`config.mk`:
```
export PLATFORM = sky130hd
export DESIGN_NAME = icl_output_control
export DESIGN_NICKNAME = d
export VERILOG_FILES = /design/src/hw/icl_pkg.sv /design/src/hw/icl_output_control.sv
export VERILOG_INCLUDE_DIRS = /design/src /design/src/hw
export SDC_FILE = /design/constraint.sdc
export NUM_CORES = 1
export LEC_CHECK = 0
export ABC_AREA = 1
export ABC_CLOCK_PERIOD_IN_PS = 12650
export BUFFER_PORTS_ARGS = -buffer_cell sky130_fd_sc_hd__buf_2
export CORE_AREA = 3 3 251 253
export CTS_BUF_LIST = sky130_fd_sc_hd__clkbuf_16
export CTS_CLUSTER_DIAMETER = 60
export DETAILED_ROUTE_END_ITERATION = 10
export DIE_AREA = 0 0 254 256
export SLEW_MARGIN = 20
export SYNTH_ARGS = -nofsm -noshare
export SYNTH_HDL_FRONTEND = slang
export SYNTH_SLANG_ARGS = --single-unit
```
`constraint.sdc`:
```
create_clock -name ref_clk -period 12.65 [get_ports ref_clk]
set_input_delay 0.6325 -clock ref_clk [delete_from_list [all_inputs] [get_ports ref_clk]]
set_output_delay 0.6325 -clock ref_clk [all_outputs]
set_load 0.005 [all_outputs]
```
`src/hw/icl_map.svh`:
```
/*
 * Register map, field positions, reset values and timing figures of the
 * inclinometer output-data and operation-control block.
 * Assumes a 125 MHz reference clock and byte addresses on a 6-bit serial
 * address field; 16-bit registers hold their low byte at the even address.
 */
// Summary of operation
// - output words carry new-data bit 15, error bit 14, then 14 data bits, or two zero bits and 12 data bits
// - new-data clears on an output register read, sets on next sample update
// - error bit set while any status cause flag is set
// - supply result is 12-bit unsigned, 1.22 mV per code
// - acceleration, inclination, rotation are 14-bit two's complement
// - auxiliary input result is 12-bit unsigned, 0.6105 mV per code
// - temperature result is 12-bit unsigned, -0.47 degC per code
// - sample period is time base times increment plus one
// - time base is 244.14 us when bit 7 clear, 7.568 ms when set
// - sleep register count puts the device asleep for count half-seconds
// - a timed sleep ends early only by reset, never by serial access
// - averaging length is two to the setting; setting at most 8, reset 4
// - digital lines serve data-ready first, then alarm, then general use
// - control bit 2 enables data-ready, bit 1 polarity, bit 0 line
// - data-ready pulse is active for one fifth of the sample period
// - control bit 8 starts a manual self-test, bit 10 skips power-on test
// - failed start-up or manual self-test sets the self-test status flag
// - line control bits 1 and 0 set line directions, 1 is output
// - line control bits 9 and 8 hold line data, read back line levels
`ifndef ICL_MAP_SVH
`define ICL_MAP_SVH

`define ICL_ADDR_SUPPLY 6'h02
`define ICL_ADDR_XACCEL 6'h04
`define ICL_ADDR_YACCEL 6'h06
`define ICL_ADDR_AUX 6'h08
`define ICL_ADDR_TEMP 6'h0a
`define ICL_ADDR_XINCL 6'h0c
`define ICL_ADDR_YINCL 6'h0e
`define ICL_ADDR_ROT 6'h10
`define ICL_ADDR_LINE 6'h32
`define ICL_ADDR_MSC 6'h34
`define ICL_ADDR_SMPL 6'h36
`define ICL_ADDR_AVG 6'h38
`define ICL_ADDR_SLEEP 6'h3a
`define ICL_ADDR_STATUS 6'h3c

`define ICL_RST_SMPL 8'h01
`define ICL_RST_AVG 4'h4
`define ICL_AVG_MAX 4'h8

`define ICL_SMPL_TB_BIT 7
`define ICL_MSC_SEL_BIT 0
`define ICL_MSC_POL_BIT 1
`define ICL_MSC_EN_BIT 2
`define ICL_MSC_MAN_HI_BIT 0
`define ICL_MSC_POST_HI_BIT 2
`define ICL_FLAG_FRESH 15
`define ICL_FLAG_FAULT 14

`define ICL_FRAME_WR_BIT 15
`define ICL_FRAME_LAST 4'hf

`define ICL_CLK_NS 8
`define ICL_TB_FAST_NS 244140
`define ICL_TB_SLOW_NS 7568000
`define ICL_HALF_SEC_NS 500000000
`define ICL_DRDY_DUTY_DIV 5

`endif

```
`src/hw/icl_pkg.sv`:
```
/*
 * Types shared by the inclinometer output-control block.
 * Assumes the front end presents one complete result set per sample.
 */
package icl_pkg;

    typedef logic [15:0] icl_word_t;

    // one sample of every result, raw data bits only
    typedef struct packed {
        logic [11:0] supply;
        logic [13:0] x_accel;
        logic [13:0] y_accel;
        logic [11:0] aux;
        logic [11:0] temp;
        logic [13:0] x_incl;
        logic [13:0] y_incl;
        logic [13:0] rot;
    } icl_sample_s;

    // serial port pins as seen by the device
    typedef struct packed {
        logic sclk;
        logic cs_n;
        logic mosi;
    } icl_spi_s;

    // two digital lines, pin side
    typedef struct packed {
        logic [1:0] level;
        logic [1:0] oe;
    } icl_line_s;

    typedef enum logic {ICL_ST_IDLE, ICL_ST_RUN} icl_selftest_e;

endpackage

```
`src/hw/icl_output_control.sv`:
```
/*
 * Output-data and operation-control logic of a dual-axis inclinometer:
 * serial register port, sample timer, sleep timer, self-test control,
 * data-ready generation and the two shared digital lines.
 * Assumes all inputs are synchronous to ref_clk, the serial port runs in
 * clock-idle-high mode well below ref_clk, and the front end converts and
 * runs the self-test on request.
 */
`include "icl_map.svh"

module icl_output_control #(
    parameter int TB_FAST_CYCLES = `ICL_TB_FAST_NS / `ICL_CLK_NS,
    parameter int TB_SLOW_CYCLES = `ICL_TB_SLOW_NS / `ICL_CLK_NS,
    parameter int HALF_SEC_CYCLES = `ICL_HALF_SEC_NS / `ICL_CLK_NS
) (
    input logic ref_clk,
    input logic rst,
    input icl_pkg::icl_spi_s spi_in,
    output logic spi_miso,
    input icl_pkg::icl_sample_s sample_in,
    output logic sample_strobe,
    input logic [3:0] fault_causes,
    output logic [3:0] avg_power,
    output logic asleep,
    output logic selftest_run,
    input logic selftest_done,
    input logic selftest_fail,
    input logic [1:0] alarm_drive,
    input logic [1:0] alarm_level,
    input logic [1:0] line_in,
    output icl_pkg::icl_line_s line_pin
);

    // 14 data bits behind the two flag bits
    function automatic icl_pkg::icl_word_t fmt14(input logic fresh, input logic fault,
                                                 input logic [13:0] d);
        return {fresh, fault, d};
    endfunction
    // 12 data bits, the two upper data bits read zero
    function automatic icl_pkg::icl_word_t fmt12(input logic fresh, input logic fault,
                                                 input logic [11:0] d);
        return {fresh, fault, 2'h0, d};
    endfunction
    // sample period in clock cycles from the period setting
    function automatic logic [27:0] period_cycles(input logic [7:0] cfg);
        logic [27:0] base;
        logic [27:0] mult;
        base = cfg[`ICL_SMPL_TB_BIT] ? 28'(TB_SLOW_CYCLES) : 28'(TB_FAST_CYCLES);
        mult = 28'({1'b0, cfg[6:0]}) + 28'h0000001;
        return 28'(base * mult);
    endfunction

    function automatic logic is_output_addr(input logic [5:0] a);
        return (a >= `ICL_ADDR_SUPPLY) && (a <= (`ICL_ADDR_ROT | 6'h01));
    endfunction

    // serial port state
    logic sclk_q, next_sclk_q;
    logic [3:0] bit_cnt, next_bit_cnt;
    logic [15:0] in_shift, next_in_shift;
    logic [15:0] out_shift, next_out_shift;
    // register state
    logic [7:0] smpl_cfg, next_smpl_cfg;
    logic [3:0] avg_cfg, next_avg_cfg;
    logic [2:0] drdy_cfg, next_drdy_cfg;
    logic post_dis, next_post_dis;
    logic [1:0] line_dir, next_line_dir;
    logic [1:0] line_dat, next_line_dat;
    logic fresh, next_fresh;
    icl_pkg::icl_sample_s sample_q, next_sample_q;
    // sample timer
    logic [27:0] smp_cnt, next_smp_cnt;
    logic drdy_armed, next_drdy_armed;
    logic sample_tick;
    logic drdy_act;
    logic [27:0] cur_period;
    // sleep timer
    logic [7:0] slp_left, next_slp_left;
    logic [31:0] half_cnt, next_half_cnt;
    // self-test
    icl_pkg::icl_selftest_e st_state, next_st_state;
    logic st_manual, next_st_manual;
    logic st_err, next_st_err;
    logic post_pending, next_post_pending;
    // lines
    icl_pkg::icl_line_s line_q, next_line_q;
    // decoded frame
    logic sclk_rise, sclk_fall, frame_done;
    logic [15:0] frame;
    logic [5:0] frame_addr;
    logic wr_en, rd_done, man_start;
    logic [15:0] status_word, rd_data;
    logic fault_any;

    assign sclk_rise = spi_in.sclk && !sclk_q && !spi_in.cs_n;
    assign sclk_fall = !spi_in.sclk && sclk_q && !spi_in.cs_n;
    assign frame = {in_shift[14:0], spi_in.mosi};
    assign frame_done = sclk_rise && (bit_cnt == `ICL_FRAME_LAST);
    assign frame_addr = frame[13:8];
    assign wr_en = frame_done && frame[`ICL_FRAME_WR_BIT];
    assign rd_done = frame_done && !frame[`ICL_FRAME_WR_BIT];
    assign status_word = {11'h000, fault_causes, st_err};
    assign fault_any = |status_word;
    assign cur_period = period_cycles(smpl_cfg);
    assign asleep = (slp_left != 8'h00);
    assign sample_tick = !asleep && ((smp_cnt + 28'h0000001) >= cur_period);
    assign sample_strobe = sample_tick;
    assign avg_power = avg_cfg;
    assign selftest_run = (st_state == icl_pkg::ICL_ST_RUN);
    assign spi_miso = out_shift[15];
    assign line_pin = line_q;
    assign man_start = wr_en && (frame_addr == (`ICL_ADDR_MSC | 6'h01))
                       && frame[`ICL_MSC_MAN_HI_BIT];

    // one-fifth duty: active while elapsed * 5 is below the period
    always_comb begin
        logic [30:0] scaled;
        scaled = 31'({smp_cnt, 2'b00}) + 31'(smp_cnt);
        drdy_act = drdy_armed && (scaled < 31'(cur_period));
    end
    // read-back mux, word address ignores the byte select bit
    always_comb begin
        logic [5:0] wa;
        wa = {frame_addr[5:1], 1'b0};
        unique case (wa)
            `ICL_ADDR_SUPPLY: rd_data = fmt12(fresh, fault_any, sample_q.supply);
            `ICL_ADDR_XACCEL: rd_data = fmt14(fresh, fault_any, sample_q.x_accel);
            `ICL_ADDR_YACCEL: rd_data = fmt14(fresh, fault_any, sample_q.y_accel);
            `ICL_ADDR_AUX: rd_data = fmt12(fresh, fault_any, sample_q.aux);
            `ICL_ADDR_TEMP: rd_data = fmt12(fresh, fault_any, sample_q.temp);
            `ICL_ADDR_XINCL: rd_data = fmt14(fresh, fault_any, sample_q.x_incl);
            `ICL_ADDR_YINCL: rd_data = fmt14(fresh, fault_any, sample_q.y_incl);
            `ICL_ADDR_ROT: rd_data = fmt14(fresh, fault_any, sample_q.rot);
            `ICL_ADDR_LINE: rd_data = {6'h00, line_in, 6'h00, line_dir};
            `ICL_ADDR_MSC: rd_data = {5'h00, post_dis, 1'b0, st_manual, 5'h00, drdy_cfg};
            `ICL_ADDR_SMPL: rd_data = {8'h00, smpl_cfg};
            `ICL_ADDR_AVG: rd_data = {12'h000, avg_cfg};
            `ICL_ADDR_STATUS: rd_data = status_word;
            default: rd_data = 16'h0000;
        endcase
    end
    // serial shifter: sample on rising edge, shift out on falling edge
    always_comb begin
        next_sclk_q = spi_in.sclk;
        next_bit_cnt = bit_cnt;
        next_in_shift = in_shift;
        next_out_shift = out_shift;
        if (spi_in.cs_n) begin
            next_bit_cnt = 4'h0;
        end else if (sclk_rise) begin
            next_in_shift = frame;
            next_bit_cnt = bit_cnt + 4'h1;
            if (rd_done) begin
                next_out_shift = rd_data;
            end
        end else if (sclk_fall && (bit_cnt != 4'h0)) begin // first fall only opens the msb
            next_out_shift = {out_shift[14:0], 1'b0};
        end
    end

    always_ff @(posedge ref_clk or posedge rst) begin
        if (rst) begin
            sclk_q <= 1'b1;
            bit_cnt <= 4'h0;
            in_shift <= 16'h0000;
            out_shift <= 16'h0000;
        end else begin
            sclk_q <= next_sclk_q;
            bit_cnt <= next_bit_cnt;
            in_shift <= next_in_shift;
            out_shift <= next_out_shift;
        end
    end
    // byte writes into control registers, sample capture, new-data flag
    always_comb begin
        next_smpl_cfg = smpl_cfg;
        next_avg_cfg = avg_cfg;
        next_drdy_cfg = drdy_cfg;
        next_post_dis = post_dis;
        next_line_dir = line_dir;
        next_line_dat = line_dat;
        next_sample_q = sample_q;
        next_fresh = fresh;
        if (wr_en) begin
            unique case (frame_addr)
                `ICL_ADDR_SMPL: next_smpl_cfg = frame[7:0];
                `ICL_ADDR_AVG: begin
                    next_avg_cfg = (frame[3:0] > `ICL_AVG_MAX) ? `ICL_AVG_MAX : frame[3:0];
                end
                `ICL_ADDR_MSC: next_drdy_cfg = frame[2:0];
                (`ICL_ADDR_MSC | 6'h01): next_post_dis = frame[`ICL_MSC_POST_HI_BIT];
                `ICL_ADDR_LINE: next_line_dir = frame[1:0];
                (`ICL_ADDR_LINE | 6'h01): next_line_dat = frame[1:0];
                default: ;
            endcase
        end
        if (rd_done && is_output_addr(frame_addr)) begin
            next_fresh = 1'b0;
        end
        if (sample_tick) begin
            next_sample_q = sample_in;
            next_fresh = 1'b1; // set wins over a same-cycle read
        end
    end

    always_ff @(posedge ref_clk or posedge rst) begin
        if (rst) begin
            smpl_cfg <= `ICL_RST_SMPL;
            avg_cfg <= `ICL_RST_AVG;
            drdy_cfg <= 3'h0;
            post_dis <= 1'b0;
            line_dir <= 2'h0;
            line_dat <= 2'h0;
            sample_q <= '0;
            fresh <= 1'b0;
        end else begin
            smpl_cfg <= next_smpl_cfg;
            avg_cfg <= next_avg_cfg;
            drdy_cfg <= next_drdy_cfg;
            post_dis <= next_post_dis;
            line_dir <= next_line_dir;
            line_dat <= next_line_dat;
            sample_q <= next_sample_q;
            fresh <= next_fresh;
        end
    end
    // sample timer, cleared while asleep; arms data-ready after first update
    always_comb begin
        next_smp_cnt = smp_cnt;
        next_drdy_armed = drdy_armed;
        if (asleep) begin
            next_smp_cnt = 28'h0000000;
            next_drdy_armed = 1'b0;
        end else if (sample_tick) begin
            next_smp_cnt = 28'h0000000;
            next_drdy_armed = 1'b1;
        end else begin
            next_smp_cnt = smp_cnt + 28'h0000001;
        end
    end

    always_ff @(posedge ref_clk or posedge rst) begin
        if (rst) begin
            smp_cnt <= 28'h0000000;
            drdy_armed <= 1'b0;
        end else begin
            smp_cnt <= next_smp_cnt;
            drdy_armed <= next_drdy_armed;
        end
    end

    // timed sleep: sleep register writes while asleep are ignored, only reset cuts it short
    always_comb begin
        next_slp_left = slp_left;
        next_half_cnt = half_cnt;
        if (asleep) begin
            if (half_cnt == 32'(HALF_SEC_CYCLES - 1)) begin
                next_half_cnt = 32'h00000000;
                next_slp_left = slp_left - 8'h01;
            end else begin
                next_half_cnt = half_cnt + 32'h00000001;
            end
        end else if (wr_en && (frame_addr == `ICL_ADDR_SLEEP)) begin
            next_slp_left = frame[7:0];
            next_half_cnt = 32'h00000000;
        end
    end

    always_ff @(posedge ref_clk or posedge rst) begin
        if (rst) begin
            slp_left <= 8'h00;
            half_cnt <= 32'h00000000;
        end else begin
            slp_left <= next_slp_left;
            half_cnt <= next_half_cnt;
        end
    end

    // self-test sequencing: power-on test waits for the first sample update
    always_comb begin
        next_st_state = st_state;
        next_st_manual = st_manual;
        next_st_err = st_err;
        next_post_pending = post_pending;
        unique case (st_state)
            icl_pkg::ICL_ST_IDLE: begin
                if (man_start) begin
                    next_st_state = icl_pkg::ICL_ST_RUN;
                    next_st_manual = 1'b1;
                end else if (post_pending && sample_tick) begin
                    next_post_pending = 1'b0;
                    if (!post_dis) begin
                        next_st_state = icl_pkg::ICL_ST_RUN;
                    end
                end
            end
            icl_pkg::ICL_ST_RUN: begin
                if (selftest_done) begin
                    next_st_state = icl_pkg::ICL_ST_IDLE;
                    next_st_manual = 1'b0;
                    if (selftest_fail) begin
                        next_st_err = 1'b1;
                    end
                end
            end
        endcase
    end

    always_ff @(posedge ref_clk or posedge rst) begin
        if (rst) begin
            st_state <= icl_pkg::ICL_ST_IDLE;
            st_manual <= 1'b0;
            st_err <= 1'b0;
            post_pending <= 1'b1;
        end else begin
            st_state <= next_st_state;
            st_manual <= next_st_manual;
            st_err <= next_st_err;
            post_pending <= next_post_pending;
        end
    end

    // line drivers by priority: data-ready, alarm, general use
    always_comb begin
        next_line_q = '0;
        for (int i = 0; i < 2; i++) begin
            if (drdy_cfg[`ICL_MSC_EN_BIT] && (drdy_cfg[`ICL_MSC_SEL_BIT] == i[0])) begin
                next_line_q.oe[i] = 1'b1;
                next_line_q.level[i] = drdy_cfg[`ICL_MSC_POL_BIT] ? drdy_act : !drdy_act;
            end else if (alarm_drive[i]) begin
                next_line_q.oe[i] = 1'b1;
                next_line_q.level[i] = alarm_level[i];
            end else begin
                next_line_q.oe[i] = line_dir[i];
                next_line_q.level[i] = line_dat[i];
            end
        end
    end

    always_ff @(posedge ref_clk or posedge rst) begin
        if (rst) begin
            line_q <= '0;
        end else begin
            line_q <= next_line_q;
        end
    end
endmodule

```
# After elaboration in Yosys (flattened, before gate mapping)
# Index checks and enable logic that the tools add are counted.
# W data, S select, Z words.
[classes]
add_sub_neg = 6
mul = 1
magnitude_cmp = 5
n_eq_ne = 26
muxes = 37
bitwise_logic = 4
reduce_logical = 44
[ops]
columns = ["cell", "n"]
rows = [
  ["$pmux W16 S13", 1],
  ["$mux W32", 3],
  ["$mux W28", 2],
  ["$mux W16", 3],
  ["$eq A6 B6 Y1 const B", 7],
  ["$add A32 B1 Y32 const B", 1],
  ["$eq A32 B26 Y1 const B", 1],
  ["$add A30 B28 Y31", 1],
  ["$lt A31 B28 Y1", 1],
  ["$add A28 B1 Y28 const B", 1],
  ["$ge A28 B28 Y1", 1],
  ["$mul A20 B8 Y28", 1],
  ["$eq A5 B5 Y1 const B", 5],
  ["$mux W8", 3],
  ["$eq A5 B3 Y1 const B", 4],
  ["$mux W20", 1],
  ["$mux W1", 19],
  ["$logic_and A1 B1 Y1", 18],
  ["$reduce_and A2 Y1", 9],
  ["$mux W4", 3],
  ["$eq A5 B2 Y1 const B", 2],
  ["$reduce_bool A2 Y1", 5],
  ["$reduce_and A3 Y1", 3],
  ["$add A7 B1 Y8 const B", 1],
  ["16 further kinds", 27],
]
[word_totals]
ff_bits = 240
in_bits = 123
wordCells = 152

# Logic depth before layout (Yosys ltp)
[depth]
ltp_word = 9
depth_mapped = 38
mapped_depth_nobuf = 36

# Least setup slack after synthesis
# OpenSTA, ideal clock, no wires.
[synth_path]
path_kind = "register to output"
start = "register smpl_cfg[0]"
end = "output sample_strobe"
arrival_ns = 6.843
required_ns = 12.017
path_slack_ns = 5.175
path_stages_with_launch = 36
cell_sequence = "dfstp_2 clkbuf_1 nand4_1 nor3_1 inv_1 nor2_1 inv_1 nor2_1 inv_1 fa_1 inv_1 fa_1 inv_1 fa_1 fa_1 inv_1 ha_1 nand2_1 inv_1 nand3_1 nor3_1 nand4_1 nand3_1 nand3_1 nand2_1 a31oi_1 xor2_1 ha_1 nand4_1 nor4_1 o21ai_1 nand3_1 nand2_2 inv_2 buf_4 buf_4"
[synth_via]
elab_chain_cells = 4
[synth_lines]
columns = ["item", "line_no", "source"]
rows = [
  ["start, declared", "icl_output_control.sv:63", "logic [7:0] smpl_cfg, next_smpl_cfg;"],
  ["start signal, assigned", "icl_output_control.sv:208", "smpl_cfg <= `ICL_RST_SMPL;"],
  ["start signal, assigned", "icl_output_control.sv:217", "smpl_cfg <= next_smpl_cfg;"],
  ["$add A7 B1 Y8", "icl_output_control.sv:49", "mult = 28'({1'b0, cfg[6:0]}) + 28'h0000001;"],
  ["$mul A20 B8 Y28", "icl_output_control.sv:50", "return 28'(base * mult);"],
  ["$ge A28 B28 Y1", "icl_output_control.sv:106", "assign sample_tick = !asleep && ((smp_cnt + 28'h0000001) >= cur_period);"],
  ["$logic_and A1 B1 Y1", "icl_output_control.sv:106", ""],
  ["end, declared", "icl_output_control.sv:21", "output logic sample_strobe,"],
]
# Every way passes these cells.

# Worst setup path after layout
# Same ends and word-level chain as after synthesis.

==> results.md <==
* Starting density of the core at 29.66%
* Most common cell after layout, fill and taps aside: nand2_1
* Worst reg2reg path startpoint: smpl_cfg[0]
* Pleak at 10.99 nW
* Latest clock arrival within the worst-skew pair at 0.60 ns
* I/O pins at 135
* Crit Path Max Fanout at 59
* Crit-path slowest cell: dfstp_2
* # Post-CTS Setup Buffers at 0
* Detailed-route via count at 15.54k
* Gate power share at 9.6%
* Relative slew slack at 27.82%
* Hold Crit Class: primary input to register
* Die height at 256 um
* Internal power at 1.377 mW
* Commonest cells after routing, fill and taps aside: 570 x nand2_1, 398 x inv_1, 236 x dfrtp_1, 169 x nor2_1, 165 x ha_1
* H-tree depth at 1
* Synthesized area at 18,170 um^2
* Final core occ at 33.73%
* Synth Net Count at 2,699
* Die X-Extent at 254 um
* Clk buf depth at 3
* Worst setup EP type: output pin
* Share of layout cells above drive strength 1 at 9.426%
* Number of setup violations in the final report at 0
* Min-delay src: spi_in[2]
* Startpoint types: register
* Final nets at 2,822
* Max-cap viol count at 0
* Initial antenna violation count at 0
* Post-Route WL at 50,240 um
* N_diodes at 0
* Cells after Synth at 2,347
* Detailed Route Iter0 Violations at 1,005
* Register area share after synthesis at 33.08%
* Reg2Reg Capture Point: selftest_run
* Post-Layout Cell Count at 3,283
* Pre-antenna DRT Iters at 6
* CTS tree: built
* Hold Buf Count CTS at 0
* Clock power share at 46.6%
* PortBufs at 134
* Post-synth EDFFs at 0
* Placed Instances at 3,228
* CP max stage delay at 0.64 ns
* Avg WL per Cell at 15.30 um
* Final hold vios at 0
* Hold depth at 1
* Vias in the first global route at 15.27k
* Reg power frac at 43.9%
* GRT overflow at 0
* Register bit total from synthesis at 240
* Most used cell, CP: inv_1
* Area contributors post-synth: dfrtp_1 33%, nand2_1 12%, ha_1 11%, inv_1 8.1%, fa_1 7.1%
* Post-synth top area cell: dfrtp_1
* Routability cong. at 0.8581
* Largest net degree at the start of global routing at 128
* GRT Util Overall at 15.33%
* Critical Path RT at 12.02 ns
* CP arrival at 9.02 ns
* Fmax at 103.6 MHz
* Dpl hpwl at 39,030 um
* Die ar. at 65,020 um^2
* Routed Antenna Nets at 0
* Outcome: finished, final reports clean
* Worst Skew at 0.05107 ns
* R2R setup slack at 3.50 ns
* Synth top area share at 32.50%
* Unique cell type count in the Yosys netlist at 59
* Main synth FF type: dfrtp_1
* DRC Markers at 0
* Final Critical Period at 9.649 ns
* Tcrit/Tclk final at 76.28%
* CTS buffer count at 30
* Slew @ Worst Pin at 1.079 ns
* Worst-path clk slew at 0.06 ns
* # resized after CTS at 0
* Switch Pwr at 0.5097 mW
* Crit Path Class: register to output pin
* PwrDens at 91.31 nW/um^2
* Switching part of the total at 27.01%
* Average size of a mapped cell at 7.742 um^2
* Row count at 91
* Worst Reg-to-Reg Cells at 35
* Max VDD drop at 117.7 uV
* Via density at 4.734
* CTS root buf: clkbuf_16
* Slew Limit Fails at 0
* Setup TNS at 0 ns
* First-pass GRT wire length at 80,990 um
* Hold Crit Endpoint: sclk_q
* Synth-to-Final Area Change at 13.72%
* Core area at 61,260 um^2
* Clock sinks at 240
* RSZ-0062 raised after global routing: false
* Async set-reset flop share out of synthesis at 100.0%
* YS warnings at 0
[flip-flops by register name, summed over array words and instances, names as in the netlist]
| signal | count |
|---|---|
| avg_power | 4 |
| bit_cnt | 4 |
| drdy_armed | 1 |
| drdy_cfg | 3 |
| fresh | 1 |
| half_cnt | 32 |
| in_shift | 15 |
| line_dat | 2 |
| line_dir | 2 |
| line_pin | 4 |
| out_shift | 16 |
| post_dis | 1 |
| post_pending | 1 |
| sample_q | 106 |
| sclk_q | 1 |
| selftest_run | 1 |
| slp_left | 8 |
| smp_cnt | 28 |
| smpl_cfg | 8 |
| st_err | 1 |
| st_manual | 1 |
[cell families after synthesis]
logic type	share of synthesized area (%)
and+or+nand+nor	22.45
buffers and inverters	9.640
muxes	0.06197
xor gates and xnor gates	3.897
adders and majority gates	18.41
other	0.02064
AOI/OAI and AO/OA	12.44
DFF	33.08
[critical path, delay by kind of cell, from the launching register on]
kind            cells  cell delay, ns
buf+inv            10            1.64
flops               1            0.64
compound gates      3            0.63
xor+xnor            1            0.26
simple gates       13            2.41
fa+ha+maj           6            2.78
[worst max path at each step]
stage               slack (ns)   startpoint  cells after the start            end
floorplan                 5.17  smpl_cfg[0]                     35  sample_strobe
global placement          3.38  smpl_cfg[0]                     36   selftest_run
detailed placement        3.31  smpl_cfg[0]                     36   selftest_run
CTS                       3.06  smpl_cfg[0]                     33  sample_strobe
global route              2.36  smpl_cfg[0]                     33  sample_strobe
finish                    3.00  smpl_cfg[0]                     33  sample_strobe
[final cells by class]
cell class / instances / area (um^2)
multi-input cells: 1656 / 10410
well taps: 790 / 988.4
inverters: 401 / 1515
repair buffers: 141 / 726.9
clock inverters: 25 / 262.8
clock buffers: 30 / 750.7
flip-flops and latches: 240 / 6011
fillers: 6489 / 40590
[power groups by stage]
stage / Clock, mW / Combinational (mW) / Sequential (mW)
2_1_floorplan: 0 / 0.106 / 0.834
3_3_place_gp: 0 / 0.179 / 0.840
3_5_place_dp: 0 / 0.180 / 0.841
4_1_cts: 0.899 / 0.181 / 0.827
5_1_grt: 0.929 / 0.202 / 0.831
6_report: 0.879 / 0.180 / 0.827
[stage by stage]
step / setup WS (ns) / total power, mW / hold WS, ns / area (um^2)
global route: 2.364 / 1.962 / 0.1507 / 20660
global placement: 3.377 / 1.019 / 0.4590 / 19650
detailed placement: 3.308 / 1.021 / 0.4634 / 19650
CTS: 3.058 / 1.907 / 0.1412 / 20660
floorplan: 5.175 / 0.9398 / 0.4302 / 18170
finish: 3.001 / 1.887 / 0.1768 / 20660
[layer usage]
layer	GRT usage, %	vias up	routed length [um]
li1	-	7868	-
met1	21.75	7298	24010
met2	24.95	315	23110
met3	2.022	60	2129
met4	3.154	0	977
met5	0	-	0
[cell usage after synthesis, types with 5 or more instances]
cell type  count
a211oi_1       6
a21oi_1      123
a221oi_1      17
a31oi_1        7
buf_2         11
buf_4         12
clkbuf_1      26
dfrtp_1      236
fa_1          64
ha_1         165
inv_1        392
inv_2          6
nand2_1      570
nand2_2        5
nand3_1       92
nand4_1       42
nor2_1       169
nor2_4         5
nor3_1        29
nor4_1        14
o2111ai_1      6
o211ai_1       7
o21a_1         5
o21ai_0      137
o21ai_1       23
o221ai_1       5
o22ai_1       37
xnor2_1       26
xor2_1        53
(Power assumes the default switching activity.)
